==> config.mk <==
export PLATFORM = sky130hd
export DESIGN_NAME = prdc_top
export DESIGN_NICKNAME = d
export VERILOG_FILES = /design/src/common/prdc_pkg.sv /design/src/hdl/prdc_top.sv /design/src/hdl/prdc_dead_band.sv
export SDC_FILE = /design/constraint.sdc
export NUM_CORES = 1
export LEC_CHECK = 0
export ABC_AREA = 1
export BUFFER_PORTS_ARGS = -buffer_cell sky130_fd_sc_hd__buf_2
export CAP_MARGIN = 20
export CORE_ASPECT_RATIO = 0.7
export CORE_MARGIN = 2
export CORE_UTILIZATION = 40
export DETAILED_ROUTE_END_ITERATION = 6
export HOLD_SLACK_MARGIN = 0.03
export PLACE_DENSITY_LB_ADDON = 0.2
export REMOVE_ABC_BUFFERS = 1
export SYNTH_ARGS = -nofsm -noshare
export SYNTH_HDL_FRONTEND = slang
export SYNTH_SLANG_ARGS = --single-unit
==> constraint.sdc <==
create_clock -name ref_clk -period 2.3 [get_ports ref_clk]
set_input_delay 0.23 -clock ref_clk [delete_from_list [all_inputs] [get_ports ref_clk]]
set_output_delay 0.23 -clock ref_clk [all_outputs]
set_load 0.05 [all_outputs]
==> src/common/prdc_pkg.sv <==
package prdc_pkg;
	// Register indices on the plain register port
	localparam logic [1:0] ADDR_CTRL     = 2'h0;
	localparam logic [1:0] ADDR_SHDN     = 2'h1;
	localparam logic [1:0] ADDR_IRQ_STAT = 2'h2;
	localparam logic [1:0] ADDR_IRQ_EN   = 2'h3;
	localparam logic [1:0] ADDR_IRQ_CLR  = 2'h2;

	// Restart and dead-band control register
	localparam int         CTRL_RESTART_BIT = 7;
	localparam int         CTRL_COUNT_MSB   = 6;
	localparam int         CTRL_COUNT_LSB   = 0;
	localparam logic [7:0] CTRL_RESET       = 8'h00;

	// Shutdown control register
	localparam int         SHDN_EVENT_BIT = 7;
	localparam int         SHDN_SRC_MSB   = 6;
	localparam int         SHDN_SRC_LSB   = 4;
	localparam int         SHDN_AC_MSB    = 3;
	localparam int         SHDN_AC_LSB    = 2;
	localparam int         SHDN_BD_MSB    = 1;
	localparam int         SHDN_BD_LSB    = 0;
	localparam logic [7:0] SHDN_RESET     = 8'h00;

	// Shutdown source select bit meanings
	localparam int SRC_CMP1_BIT = 0;
	localparam int SRC_CMP2_BIT = 1;
	localparam int SRC_INT_BIT  = 2;

	// Interrupt status bits
	localparam int         IRQ_SHDN_BIT    = 0;
	localparam int         IRQ_RESTART_BIT = 1;
	localparam int         IRQ_WIDTH       = 2;
	localparam logic [1:0] IRQ_RESET       = 2'h0;

	// Dead-band count width
	localparam int COUNT_WIDTH = 7;
endpackage

==> src/hdl/prdc_top.sv <==
`timescale 1ns/100ps
module prdc_top #(
	parameter int COUNT_W = prdc_pkg::COUNT_WIDTH
) (
	// Clock and reset
	input  wire logic       ref_clk,
	input  wire logic       rst,
	// Register port
	input  wire logic [1:0] reg_addr,
	input  wire logic [7:0] reg_wdata,
	input  wire logic       reg_wr,
	input  wire logic       reg_rd,
	output logic      [7:0] reg_rdata,
	// PWM source from the period timer
	input  wire logic       pwm_in,
	input  wire logic       period_start,
	// Shutdown sources
	input  wire logic       cmp1_out,
	input  wire logic       cmp2_out,
	input  wire logic       int_pin_n,
	// Half-bridge outputs, pair AC carries the primary, BD the complement
	output logic            out_ac,
	output logic            out_ac_oe,
	output logic            out_bd,
	output logic            out_bd_oe,
	// Interrupt
	output logic            irq
);
	typedef enum logic [1:0] {
		ST_RUN  = 2'b01,
		ST_HALT = 2'b10
	} prdc_state_t;

	logic [7:0]  ctrl_r;
	logic [7:0]  shdn_r;
	logic [1:0]  irq_stat_r;
	logic [1:0]  irq_en_r;
	logic [7:0]  rdata_r;
	prdc_state_t state_r;
	logic        shdn_level;
	logic        halted;
	logic        db_ac;
	logic        db_bd;
	logic [2:0]  src;
	logic        wr_ctrl;
	logic        wr_shdn;
	logic        hw_clear;
	logic        halt_req;
	logic        resume;
	logic        wr_irq_en;
	logic        wr_irq_clr;
	logic [1:0]  irq_set;
	logic [1:0]  irq_clr;
	logic        pwm_ac;
	logic        pwm_bd;
	logic [COUNT_W-1:0] db_count;

	initial begin
		if (COUNT_W != prdc_pkg::COUNT_WIDTH) $error("prdc_top: COUNT_W must match the control field");
		if (prdc_pkg::CTRL_COUNT_MSB - prdc_pkg::CTRL_COUNT_LSB + 1 != COUNT_W) $error("prdc_top: count field width");
		if (prdc_pkg::IRQ_WIDTH != 2) $error("prdc_top: interrupt layout holds two events");
	end

	assign src        = shdn_r[prdc_pkg::SHDN_SRC_MSB:prdc_pkg::SHDN_SRC_LSB];
	assign wr_ctrl    = reg_wr && reg_addr == prdc_pkg::ADDR_CTRL;
	assign wr_shdn    = reg_wr && reg_addr == prdc_pkg::ADDR_SHDN;
	assign wr_irq_en  = reg_wr && reg_addr == prdc_pkg::ADDR_IRQ_EN;
	assign wr_irq_clr = reg_wr && reg_addr == prdc_pkg::ADDR_IRQ_CLR;

	// Level-based source, combinational so the pins are forced without waiting for a clock
	assign shdn_level = (src[prdc_pkg::SRC_CMP1_BIT] & cmp1_out)
		| (src[prdc_pkg::SRC_CMP2_BIT] & cmp2_out)
		| (src[prdc_pkg::SRC_INT_BIT] & ~int_pin_n);

	assign hw_clear = ctrl_r[prdc_pkg::CTRL_RESTART_BIT] && shdn_r[prdc_pkg::SHDN_EVENT_BIT] && !shdn_level;
	assign halt_req = shdn_level || shdn_r[prdc_pkg::SHDN_EVENT_BIT];

	// Leave the halt only on a period boundary, once the level and the flag are both gone
	assign resume = state_r == ST_HALT && !halt_req && period_start;

	// Every bit of the byte is implemented, so no write mask is needed
	always_ff @(posedge ref_clk) begin
		if (rst) begin
			ctrl_r <= prdc_pkg::CTRL_RESET;
		end else if (wr_ctrl) begin
			ctrl_r <= reg_wdata;
		end
	end

	// The level outranks software, so a write can never release a live shutdown
	always_ff @(posedge ref_clk) begin
		if (rst) begin
			shdn_r <= prdc_pkg::SHDN_RESET;
		end else begin
			if (wr_shdn) begin
				shdn_r[prdc_pkg::SHDN_SRC_MSB:0] <= reg_wdata[prdc_pkg::SHDN_SRC_MSB:0];
			end
			if (shdn_level) begin
				shdn_r[prdc_pkg::SHDN_EVENT_BIT] <= 1'b1;
			end else if (wr_shdn) begin
				shdn_r[prdc_pkg::SHDN_EVENT_BIT] <= reg_wdata[prdc_pkg::SHDN_EVENT_BIT];
			end else if (hw_clear) begin
				shdn_r[prdc_pkg::SHDN_EVENT_BIT] <= 1'b0;
			end
		end
	end

	// Restart waits for a period boundary so no truncated pulse reaches the bridge
	always_ff @(posedge ref_clk) begin
		if (rst) begin
			state_r <= ST_RUN;
		end else begin
			case (state_r)
				ST_RUN: begin
					if (halt_req) begin
						state_r <= ST_HALT;
					end
				end
				ST_HALT: begin
					if (resume) begin
						state_r <= ST_RUN;
					end
				end
				default: state_r <= ST_HALT;
			endcase
		end
	end

	// The level term needs no clock, so a live source forces the pins in the same cycle
	assign halted = halt_req || state_r != ST_RUN;

	// Both legs share one count; gating by the halt also restarts the count after a resume
	assign db_count = ctrl_r[prdc_pkg::CTRL_COUNT_MSB:prdc_pkg::CTRL_COUNT_LSB];
	assign pwm_ac   = pwm_in & ~halted;
	assign pwm_bd   = ~pwm_in & ~halted;

	prdc_dead_band #(.WIDTH(COUNT_W)) u_db_ac (
		.ref_clk (ref_clk),
		.rst     (rst),
		.count   (db_count),
		.sig_in  (pwm_ac),
		.sig_out (db_ac)
	);

	prdc_dead_band #(.WIDTH(COUNT_W)) u_db_bd (
		.ref_clk (ref_clk),
		.rst     (rst),
		.count   (db_count),
		.sig_in  (pwm_bd),
		.sig_out (db_bd)
	);

	// AC pair drive: shutdown state code 1x releases the pins
	always_comb begin
		out_ac    = db_ac;
		out_ac_oe = 1'b1;
		if (halted) begin
			out_ac    = shdn_r[prdc_pkg::SHDN_AC_LSB];
			out_ac_oe = ~shdn_r[prdc_pkg::SHDN_AC_MSB];
		end
	end

	// BD pair drive, same coding
	always_comb begin
		out_bd    = db_bd;
		out_bd_oe = 1'b1;
		if (halted) begin
			out_bd    = shdn_r[prdc_pkg::SHDN_BD_LSB];
			out_bd_oe = ~shdn_r[prdc_pkg::SHDN_BD_MSB];
		end
	end

	// Events: shutdown entered, and output resumed on a boundary; set wins over clear
	assign irq_set = {resume, shdn_level && !shdn_r[prdc_pkg::SHDN_EVENT_BIT]};
	assign irq_clr = wr_irq_clr ? reg_wdata[prdc_pkg::IRQ_WIDTH-1:0] : prdc_pkg::IRQ_RESET;

	always_ff @(posedge ref_clk) begin
		if (rst) begin
			irq_en_r <= prdc_pkg::IRQ_RESET;
		end else if (wr_irq_en) begin
			irq_en_r <= reg_wdata[prdc_pkg::IRQ_WIDTH-1:0];
		end
	end

	always_ff @(posedge ref_clk) begin
		if (rst) begin
			irq_stat_r <= prdc_pkg::IRQ_RESET;
		end else begin
			irq_stat_r <= (irq_stat_r & ~irq_clr) | irq_set;
		end
	end

	assign irq = |(irq_stat_r & irq_en_r);

	// Read data stand one cycle and fall back to zero, so a stale value is never seen
	always_ff @(posedge ref_clk) begin
		if (rst) begin
			rdata_r <= 8'h00;
		end else if (reg_rd) begin
			case (reg_addr)
				prdc_pkg::ADDR_CTRL:     rdata_r <= ctrl_r;
				prdc_pkg::ADDR_SHDN:     rdata_r <= shdn_r;
				prdc_pkg::ADDR_IRQ_STAT: rdata_r <= {6'h00, irq_stat_r};
				prdc_pkg::ADDR_IRQ_EN:   rdata_r <= {6'h00, irq_en_r};
				default:                 rdata_r <= 8'h00;
			endcase
		end else begin
			rdata_r <= 8'h00;
		end
	end

	assign reg_rdata = rdata_r;
endmodule // prdc_top

==> src/hdl/prdc_dead_band.sv <==
`timescale 1ns/100ps
// Delays the rising edge of one output by a count of clock cycles; falls pass at once.
module prdc_dead_band #(
	parameter int WIDTH = 7
) (
	// Clock and reset
	input  wire logic             ref_clk,
	input  wire logic             rst,
	// Control
	input  wire logic [WIDTH-1:0] count,
	// Signal
	input  wire logic             sig_in,
	output logic                  sig_out
);
	logic [WIDTH-1:0] cnt_r;
	logic             out_r;

	initial begin
		if (WIDTH < 1 || WIDTH > 16) $error("prdc_dead_band: WIDTH out of range");
	end

	always_ff @(posedge ref_clk) begin
		if (rst) begin
			cnt_r <= '0;
			out_r <= 1'b0;
		end else if (!sig_in) begin
			cnt_r <= '0;
			out_r <= 1'b0;
		end else if (!out_r) begin
			if (cnt_r + 1'b1 >= count) begin
				out_r <= 1'b1;
			end else begin
				cnt_r <= cnt_r + 1'b1;
			end
		end
	end

	// Zero count passes the rising edge straight through
	assign sig_out = sig_in & (out_r | (count == '0));
endmodule // prdc_dead_band

* Word level (Yosys, flattened, before mapping) *
Cells that the tools add are included.

storage, ports and cells
  bits in writable memories = 0
  output and inout port bits = 13
  memories = 0
  bits of input ports = 19
  bits in read-only memories = 0
  flip-flop bits (word level) = 46
  word-level logic and storage cells = 90
  latch bits = 0

operators by class
  bitwise logic cells = 27
  reduce and logical (&&, ||, !) cells = 24
  magnitude comparators = 2
  muxes and demuxes = 16
  equality and inequality tests = 8
  shifts and indexed selects = 0
  divide/modulo/power cells = 0
  multiply operators = 0
  $add $sub $neg = 2

operator list
  kind                                                                    number
  8-bit one-hot mux with 4 select lines                                   1
  7-bit by 1-bit adder with 7-bit output (second input constant)          2
  7-bit greater-or-equal comparator                                       2
  1-bit inverter                                                          12
  1-bit 2-to-1 mux                                                        11
  1-bit logical AND                                                       9
  2-bit OR reduction                                                      4
  1-bit bitwise AND                                                       7
  7-bit zero test                                                         1
  2-bit equality test (second input constant)                             3
  2-bit 2-to-1 mux                                                        3
  2-bit AND reduction                                                     3
  2-bit bitwise AND                                                       2
  2-bit by 1-bit equality test with 1-bit output (second input constant)  2
  2-bit != test (second input constant)                                   2
  1-bit OR                                                                4
  2-bit one-hot mux with 2 select lines                                   1
  1-bit zero test                                                         3
  3-bit nonzero test                                                      1
  2-bit zero test                                                         1
  1-bit logical OR                                                        2
  2-bit by 1-bit != test with 1-bit output (second input constant)        1
  2-bit inverter                                                          1
  2-bit OR                                                                1

* Longest topological paths before layout *
Gate-level depths: netlist (run 1).

  word-level depth = 9
  mapped depth = 14
  gate-level depth less buffers = 14

* Modules after synthesis *
A second synthesis (run 1) with hierarchy kept.

second synthesis, totals
  cells, all modules = 370
  area total of the unflattened synthesis = 2612.5 µm²

by module, submodules not included
  module          area each (µm²)  times used  cells each  sequential area each (µm²)
  prdc_dead_band  659.4            2           98          160.2
  prdc_top        1293.7           1           174         600.6

* Worst setup path after synthesis (run 1) *
Ideal clock, no wire load.

  kind = reg2reg
  start point = register u_db_ac.cnt_r[0]
  end point = register u_db_ac.cnt_r[5]
  slack = 0.315 ns
  arrival = 1.872 ns
  clock period less this slack = 1.985 ns
  library setup time = 0.113 ns
  path buffers = 0
  stages on the path, launching flop included = 13
  required time = 2.187 ns
  cells stage by stage = dfxtp_1 ha_1 nand4_1 o21ai_0 nand2_1 ha_1 nand3_1 nor2_1 nand2_1 nand2_2 nand2_1 nand2_1 nor2_1

between the ends
  word-level cells in the longest chain between the ends = 4

ends and longest elaborated chain
  what                                      line                                        text
  start: declaration                        prdc_dead_band.sv:15                        logic [WIDTH-1:0] cnt_r;
  start signal: assignment                  prdc_dead_band.sv:33                        cnt_r <= cnt_r + 1'b1;
  7-bit by 1-bit adder with 7-bit output *  prdc_dead_band.sv:30, prdc_dead_band.sv:33
  7-bit greater-or-equal comparator         prdc_dead_band.sv:30                        if (cnt_r + 1'b1 >= count) begin
  1-bit inverter (no source line)           -
  2-bit AND reduction (no source line)      -

Mark *: on every way between the ends. The rest lies on a longest branch, timed or not.
A chain may end at the register's enable or synchronous reset.

* Worst setup path after layout (run 1) *
  start point = register u_db_ac.cnt_r[0]
  end point = register u_db_ac.cnt_r[3]

The elaborated chain is that of the path after synthesis.

==> results of run 1 <==
## worst max-delay path, stage by stage (launching register included)
cell	delay, ps
dfxtp_1	390
ha_4	170
nand4_1	130
o21ai_1	160
nand2_1	100
ha_1	320
nand2_1	90
nand3_1	120
nor2_4	200
buf_4	150
nand3_1	80
a21oi_1	160
## sequential cells by signal, summed over array words and instances (netlist names)
name / count
u_db_ac.cnt_r: 7
u_db_ac.out_r: 1
u_db_bd.cnt_r: 7
irq_en_r: 2
irq_stat_r: 2
reg_rdata: 8
ctrl_r: 8
u_db_bd.out_r: 1
state_r: 2
shdn_r: 8
## worst max-delay path by stage
stage	endpoint	cells past startpoint
after global placement	u_db_bd.cnt_r[5]$_SDFFE_PP0P_	14
final	u_db_ac.cnt_r[3]$_SDFFE_PP0P_	11
after detailed placement	u_db_ac.cnt_r[6]$_SDFFE_PP0P_	12
after floorplan	u_db_ac.cnt_r[5]$_SDFFE_PP0P_	12
after global routing	u_db_ac.cnt_r[3]$_SDFFE_PP0P_	11
after CTS	u_db_ac.cnt_r[5]$_SDFFE_PP0P_	11
## layout make-up
type,count,share of cell area
clock inverter,3,0.00885
inverter,48,0.0637
multi-input combinational,240,0.472
tap,75,0.0332
clock buffer,5,0.0243
timing repair buffer,37,0.0708
sequential,46,0.327
## layout by cell type (no fill, tap or decap), types with 3 or more instances in the layout
| cell | count |
|---|---|
| inv_1 | 45 |
| nand2_2 | 3 |
| nand2_1 | 78 |
| dfxtp_1 | 44 |
| inv_2 | 3 |
| buf_2 | 31 |
| clkbuf_8 | 5 |
| buf_4 | 6 |
| a21oi_1 | 38 |
| nand3_1 | 33 |
| nand4_1 | 6 |
| nor2_1 | 26 |
| o21ai_0 | 14 |
| o21ai_1 | 4 |
| ha_1 | 15 |
| nor2_4 | 5 |
## power groups by stage
stage	sequential, mW	clock (mW)	combinational (mW)
floorplan	0.878	0	0.301
CTS	0.858	0.527	0.432
finish	0.858	0.510	0.455
detailed placement	0.877	0	0.431
global placement	0.875	0	0.424
global route	0.863	0.565	0.513
## per-layer routing
layer,routed length [µm],up-vias,global-route usage
met5,0,-,0
li1,-,1180,-
met3,324,7,0.0373
met4,78,0,0.0370
met1,3150,1013,0.287
met2,2220,60,0.241
## kinds of logic after synthesis
group	synth area share
fa+ha+maj	0.0813
simple gates	0.306
xor+xnor	0.0107
flops	0.374
compound gates	0.132
buf+inv	0.0961
## timing repair
action	CTS	global route
resized for setup	0	10
hold buffers	0	0
buffers inserted	0	2
setup endpoints to repair	0	15
## per-stage QoR
stage | worst slack [ps] | utilization
2_1_floorplan | 315 | -
3_3_place_gp | 160 | 0.459
3_5_place_dp | 138 | 0.459
4_1_cts | 123 | 0.475
5_1_grt | -13.7 | 0.484
6_report | 173 | 0.484
==> impl_metrics.ini, run 1 <==
[outcome]
status = finished clean

[power]
leakagePower_nw = 1.26
ir_worst_vdd_mv = 0.359
switchingPower_uw = 619
p_sw_frac = 0.339
power_frac_clock = 0.280
p_int_mw = 1.20
finalPower_mw = 1.82
pwr-share-seq = 0.471
combinationalPowerShare = 0.249
p_per_area_nw_per_um2 = 645

[setup_path]
crit_path_start_kind = flop
critPathMaxFanout = 5
r2r_cells = 11
regToRegSetupSlack_ps = 170
worstReg2RegEnd = u_db_ac.cnt_r[3]$_SDFFE_PP0P_
criticalPathCategory = reg2reg
r2r_start = u_db_ac.cnt_r[0]$_SDFFE_PP0P_
arrival_ps = 2360
cp-startpoint = u_db_ac.cnt_r[0]$_SDFFE_PP0P_
endpoint_kind = flop
crit_required_ps = 2540

[final_layout]
area_growth_pct = 14.8
drive_above_1_share = 0.179
multi_input_area_um2 = 1340
fin_cells = 454
fill_cells = 632
design_area_um2 = 2830
nets = 413
ff_latch_area_um2 = 923
n_antenna_cell = 0

[place]
dp_hpwl_mm = 4.46
port_buffers = 31
dpl_cell_area_um2 = 2680
finalWeightedCongestion = 0.822
placedCellCount = 444

[hold_path]
worstHoldEndpoint = shdn_r[3]$_SDFFE_PP0P_
hold_path_depth = 3
min_from = reg_wdata[3]
min_path_type = in2reg

[route]
via_per_inst = 4.98
first_iter_violations = 151
drc = 0
dr_total_vias = 2260
drt-total-wl_mm = 5.77
postRouteAntennaNets = 0
drtPass1Iterations = 5
wl_per_cell_um = 12.7

[synthesis]
synth.area.top_cells = dfxtp_1 (37%), nand2_1 (12%), ha_1 (8.1%)
yosysSeqAreaShare = 0.374
netlist.area_leader.share = 0.374
netlist.top_cell.by_area = dfxtp_1
synth_cell_types = 24
synth.most_common_cell = nand2_1
synthArstFlopShare = 0
avgSynthCellArea_um2 = 7.22
syn-instance-count = 341
ys_ff_latch = 46
synth_top_flop_cell = dfxtp_1
syn_area_um2 = 2460
synth_edf_count = 0
synthTopCellsByCount = nand2_1 (79), dfxtp_1 (46), inv_1 (45), a21oi_1 (39), nand3_1 (33)
yosysWarnings = 0

[floorplanning]
num_rows = 23
core_area_um2 = 5840
die_h_um = 69.6
start_util = 0.421
dieArea_um2 = 6810
ios = 32
die_w_um = 97.8

[sta]
fin_tns_setup_ps = 0
max_clock_freq_mhz = 470
period_share = 0.925
hold-worst-slack_ps = 202
period_minus_slack_ps = 2130
slew_viol_final = 0
setup_violations = 0
finalHoldViolCount = 0
relSlewSlack = 0.748
worstMarginPinSlew_ps = 377
fin_skew_ps = 13.9

[clock_network]
clk_latency_ps = 300
cts_tree = built
htreeDepth = 2
clk_path_buf_depth = 2
root_buffer = clkbuf_8
cts_buffers = 5
clock_sinks = 46
clkSlewWorstSetupHoldPaths_ps = 100

[grt]
antenna_found_initial = 0
grt_max_degree = 19
track_usage = 0.179
overflow = 0
grt_pass1_wl_mm = 9.98
grt_pass1_vias = 2079

[flow_run]
cap_violations = 0
Note: power is estimated with default switching activity, not from simulation.
==> inputs of run 2 (changes only) <==
--- a/config.mk
+++ b/config.mk
@@ -14,6 +14,7 @@
 export DETAILED_ROUTE_END_ITERATION = 6
 export HOLD_SLACK_MARGIN = 0.03
 export PLACE_DENSITY_LB_ADDON = 0.2
+export RECOVER_POWER = 100
 export REMOVE_ABC_BUFFERS = 1
 export SYNTH_ARGS = -nofsm -noshare
 export SYNTH_HDL_FRONTEND = slang
==> run 2 against run 1 <==
Against the previous run: maximum frequency up 0.83%; routed wire length about the same; register-to-register slack better by 30 ps; first-iteration DRC count up 1.3%; cell count unchanged; final area down 1.1%; critical path depth down 5; clock skew up 1.7 ps; global-route usage unchanged; critical path type is now reg2out; critical endpoint is now out_bd_oe; largest cell class unchanged; largest power group unchanged; highest routed layer unchanged.
==> impl_metrics.ini, run 2 (synthesis results as in run 1) <==
[route]
first_iter_violations = 153
postRouteAntennaNets = 0
drc = 0
dr_total_vias = 2265
via_per_inst = 4.99
drtPass1Iterations = 7
wl_per_cell_um = 12.7
drt-total-wl_mm = 5.77

[sta]
slew_viol_final = 0
period_minus_slack_ps = 2110
max_clock_freq_mhz = 474
hold-worst-slack_ps = 200
finalHoldViolCount = 0
relSlewSlack = 0.583
setup_violations = 0
worstMarginPinSlew_ps = 625
fin_skew_ps = 15.6
period_share = 0.917

[grt]
grt_pass1_vias = 2079
grt_max_degree = 19
track_usage = 0.179
antenna_found_initial = 0
overflow = 0
grt_pass1_wl_mm = 9.98

[outcome]
status = finished clean

[power]
leakagePower_nw = 1.21
switchingPower_uw = 617
finalPower_mw = 1.82
p_int_mw = 1.20
p_per_area_nw_per_um2 = 650
p_sw_frac = 0.340
combinationalPowerShare = 0.245
power_frac_clock = 0.282
ir_worst_vdd_mv = 0.360
pwr-share-seq = 0.473

[setup_path]
cp-startpoint = shdn_r[4]$_SDFFE_PP0P_
r2r_start = u_db_ac.cnt_r[0]$_SDFFE_PP0P_
criticalPathCategory = reg2out
crit_path_top_delay_cell = nor3_4
crit_path_start_kind = flop
regToRegSetupSlack_ps = 200
r2r_cells = 11
cpPeakStageDelay_ps = 390
crit_path_end = out_bd_oe
crit_required_ps = 2070
arrival_ps = 1880
critPathMaxFanout = 5
path_cells = nand2_1 > nand3_1 > nor3_4 > inv_1 > nand2_1 > clkbuf_2
crit_top_cell = nand2_1
endpoint_kind = primary output
worstReg2RegEnd = u_db_ac.cnt_r[3]$_SDFFE_PP0P_

[floorplanning]
ios = 32
die_h_um = 69.6
die_w_um = 97.8
start_util = 0.421
num_rows = 23
core_area_um2 = 5840
dieArea_um2 = 6810

[hold_path]
min_path_type = in2reg

[clock_network]
clk_latency_ps = 310
cts_tree = built
hold_buffers = 0
clk_path_buf_depth = 2
htreeDepth = 2
clkSlewWorstSetupHoldPaths_ps = 100
cts_buffers = 5
clock_sinks = 46
root_buffer = clkbuf_8

[final_layout]
mostFrequentLayoutCell = nand2_1
nets = 413
layout_common_cells = nand2_1 (79), inv_1 (47), dfxtp_1 (44)
fin_cells = 454
area_growth_pct = 13.6
drive_above_1_share = 0.137
utilization = 0.478
n_antenna_cell = 0

[flow_run]
cap_violations = 0

[place]
port_buffers = 31
dp_hpwl_mm = 4.46
finalWeightedCongestion = 0.822
placedCellCount = 444
run 2: cell count changes in the layout (fill, tap and decap cells not counted), moves of 2 or more:
cell	delta
buf_2	-15
inv_2	-2
clkbuf_2	+4
clkbuf_1	+11
nand3_1	+2
o21ai_1	-2
inv_1	+2
nand3_2	-2
o21ai_0	+2
run 2: layout make-up:
cell class,count,area [µm²]
fill,643,3050
multi-input combinational,240,1320
sequential,46,923
timing repair buffer,37,186
inverter,48,180
tap,75,93.8
clock buffer,5,68.8
clock inverter,3,25.0
run 2: how the worst min path moves through the flow:
| stage | startpoint | depth (start not counted) | slack [ps] | endpoint |
|---|---|---|---|---|
| final | reg_wdata[3] | 3 | 200 | shdn_r[3]$_SDFFE_PP0P_ |
| after global routing | reg_wdata[4] | 3 | 200 | shdn_r[4]$_SDFFE_PP0P_ |
| after CTS | reg_wdata[3] | 3 | 190 | shdn_r[3]$_SDFFE_PP0P_ |
| after detailed placement | ctrl_r[5]$_SDFFE_PP0P_ | 2 | 450 | reg_rdata[5]$_SDFF_PP0_ |
| after global placement | ctrl_r[7]$_SDFFE_PP0P_ | 2 | 460 | reg_rdata[7]$_SDFF_PP0_ |
| after floorplan | rst | 1 | 300 | irq_stat_r[0]$_SDFF_PP0_ |
run 2: power groups by stage:
stage | registers [mW] | clock network [mW] | logic (mW)
after floorplan | 0.878 | 0 | 0.301
after global placement | 0.875 | 0 | 0.424
after detailed placement | 0.877 | 0 | 0.431
after CTS | 0.858 | 0.527 | 0.432
after global routing | 0.863 | 0.565 | 0.504
final | 0.858 | 0.512 | 0.446
run 2: metal layers:
layer  routed length, µm  global-route usage  share of wire  vias up
met3                 303              0.0373          0.053        7
met5                   0                   0              0        -
met2                2220               0.241           0.38       59
li1                    -                   -              -     1183
met1                3170               0.287           0.55     1016
met4                  78              0.0370          0.014        0
run 2: metrics by stage:
step           area, µm²  setup slack (ps)  setup TNS, ps
2_1_floorplan       2400               315              0
3_3_place_gp        2680               160              0
3_5_place_dp        2680               138              0
4_1_cts             2780               123              0
6_report            2800               191              0
5_1_grt             2800             -5.88          -9.15
run 2: worst max-delay path: cells and delay by family (launching register included):
family,cells,cell delay [ps]
DFF,1,340
and+or+nand+nor,4,810
buffers and inverters,2,420
run 2: what timing repair did:
action,4_1_cts,5_1_grt
endpoints found under the hold margin,0,0
setup endpoints to repair,0,15
resized for setup,0,10
buffers inserted,0,2
==> inputs of run 3 (changes only) <==
--- a/config.mk
+++ b/config.mk
@@ -10,7 +10,7 @@
 export CAP_MARGIN = 20
 export CORE_ASPECT_RATIO = 0.7
 export CORE_MARGIN = 2
-export CORE_UTILIZATION = 40
+export CORE_UTILIZATION = 57
 export DETAILED_ROUTE_END_ITERATION = 6
 export HOLD_SLACK_MARGIN = 0.03
 export PLACE_DENSITY_LB_ADDON = 0.2
==> run 3 against run 2 <==
Against the previous run: global-route usage up 6.6 points; sequential share of layout area up 0.68 points; cell count down 5.5%; largest power group unchanged; die area down 28%; routed wire length down 4.2%; largest cell class unchanged; register-to-register slack about the same; sequential cell count unchanged.
==> impl_metrics.ini, run 3 (synthesis results as in run 1) <==
[outcome]
status = finished clean

[place]
pre_cts_ws_ps = 139
dp_hpwl_mm = 4.17
port_buffers = 31
finalWeightedCongestion = 0.833
dpl_cell_area_um2 = 2660

[clock_network]
clk_path_buf_depth = 2
cts_resized = 0
hold_buffers = 0
clkSlewWorstSetupHoldPaths_ps = 90
cts_tree = built
clock_sinks = 46
htreeDepth = 2
clk_latency_ps = 300
cts_buffers = 5
root_buffer = clkbuf_8
cts_setup_buffers = 0

[sta]
period_minus_slack_ps = 2090
hold-worst-slack_ps = 201
max_clock_freq_mhz = 478
finalHoldViolCount = 0
slew_viol_final = 0
fin_skew_ps = 5.10
setup_ws_ps = 208
relSlewSlack = 0.379
fin_tns_setup_ps = 0
setup_violations = 0
period_share = 0.909
worstMarginPinSlew_ps = 929

[setup_path]
critPathMaxFanout = 9
criticalPathCategory = reg2reg
arrival_ps = 2330
endpoint_kind = flop
crit_required_ps = 2540
path_cells = ha_1 > nand4_1 > o21ai_1 > nand2_1 > ha_1 > nand3_1 > nand3_1 > nor2_4 > nand2_4 > nand2_1 > nand2_1 > nor2_1
crit_top_cell = nand2_1
crit_path_start_kind = flop
regToRegSetupSlack_ps = 210
crit_path_top_delay_cell = dfxtp_1
path_buf_inv = 0
critPathTopFamily = simple AND/OR/NAND/NOR gates
cpPeakStageDelay_ps = 380

[floorplanning]
ios = 32
num_rows = 19
dieArea_um2 = 4870
die_h_um = 59.0
start_util = 0.609
core_area_um2 = 4040
die_w_um = 82.5

[power]
ir_worst_vdd_mv = 0.506
leakagePower_nw = 1.19
p_per_area_nw_per_um2 = 663

[final_layout]
fill_cells = 373
ff_latch_area_um2 = 922
n_antenna_cell = 0
layout_common_cells = nand2_1 (78), inv_1 (47), dfxtp_1 (45)
drive_above_1_share = 0.122
area_growth_pct = 11.1
multi_input_area_um2 = 1310
mostFrequentLayoutCell = nand2_1
design_area_um2 = 2740
nets = 411

[route]
postRouteAntennaNets = 0
dr_total_vias = 2294
highest_layer = met4
wl_met3_um = 329
wl_per_cell_um = 12.9
drt-total-wl_mm = 5.53
drtPass1Iterations = 4
drc = 0
via_per_inst = 5.35
first_iter_violations = 119
wl_met2_mm = 2.48
wl_met1_mm = 2.68

[flow_run]
cap_violations = 0

[grt]
grt_max_degree = 19
track_usage = 0.245
grt_pass1_wl_mm = 9.03
grt_pass1_vias = 2016
overflow = 0
antenna_found_initial = 0

[hold_path]
min_path_type = in2reg
run 3: changes by cell type in the layout (fill, tap and decap cells not counted), sizes merged:
| cell | delta |
|---|---|
| inv | -1 |
| buf | -3 |
| clkbuf | +2 |
run 3: layout make-up:
cell class                 count  share of cell area
timing repair buffer          35              0.0604
tap                           52              0.0238
clock buffer                   6              0.0302
sequential                    46               0.337
multi-input combinational    240               0.478
clock inverter                 2             0.00457
inverter                      48              0.0659
run 3: path summary, 6_finish.rpt:
kind | from | endpoint | depth (start not counted)
worst max-delay path | u_db_ac.cnt_r[1]$_SDFFE_PP0P_ | u_db_ac.cnt_r[6]$_SDFFE_PP0P_ | 12
worst min-delay path | reg_wdata[4] | shdn_r[4]$_SDFFE_PP0P_ | 3
worst min register to register | ctrl_r[6]$_SDFFE_PP0P_ | reg_rdata[6]$_SDFF_PP0_ | 2
worst max register to register | u_db_ac.cnt_r[1]$_SDFFE_PP0P_ | u_db_ac.cnt_r[6]$_SDFFE_PP0P_ | 12
run 3: through the flow:
stage | std cells | power (mW) | util
after global routing | 429 | 1.91 | 0.677
after CTS | 429 | 1.81 | 0.680
after detailed placement | 421 | 1.30 | 0.657
after global placement | 421 | 1.29 | 0.657
final | 429 | 1.81 | 0.677
after floorplan | 334 | 1.18 | -
run 3: tightest hold or removal path, cell delays in order:
cell and delay, ps:
buf_2 100, nand3_1 70, a21oi_1 60
run 3: report_power, final:
part	total (mW)	switching, mW	internal, mW
combinational	0.436	0.301	0.135
sequential	0.858	0.0251	0.833
clock	0.520	0.279	0.242
total	1.81	0.604	1.21
run 3: layer usage:
metal,vias to the layer above,GRT usage
li1,1178,-
met1,1059,0.346
met2,52,0.381
met3,5,0.0579
met4,0,0.0632
met5,-,0
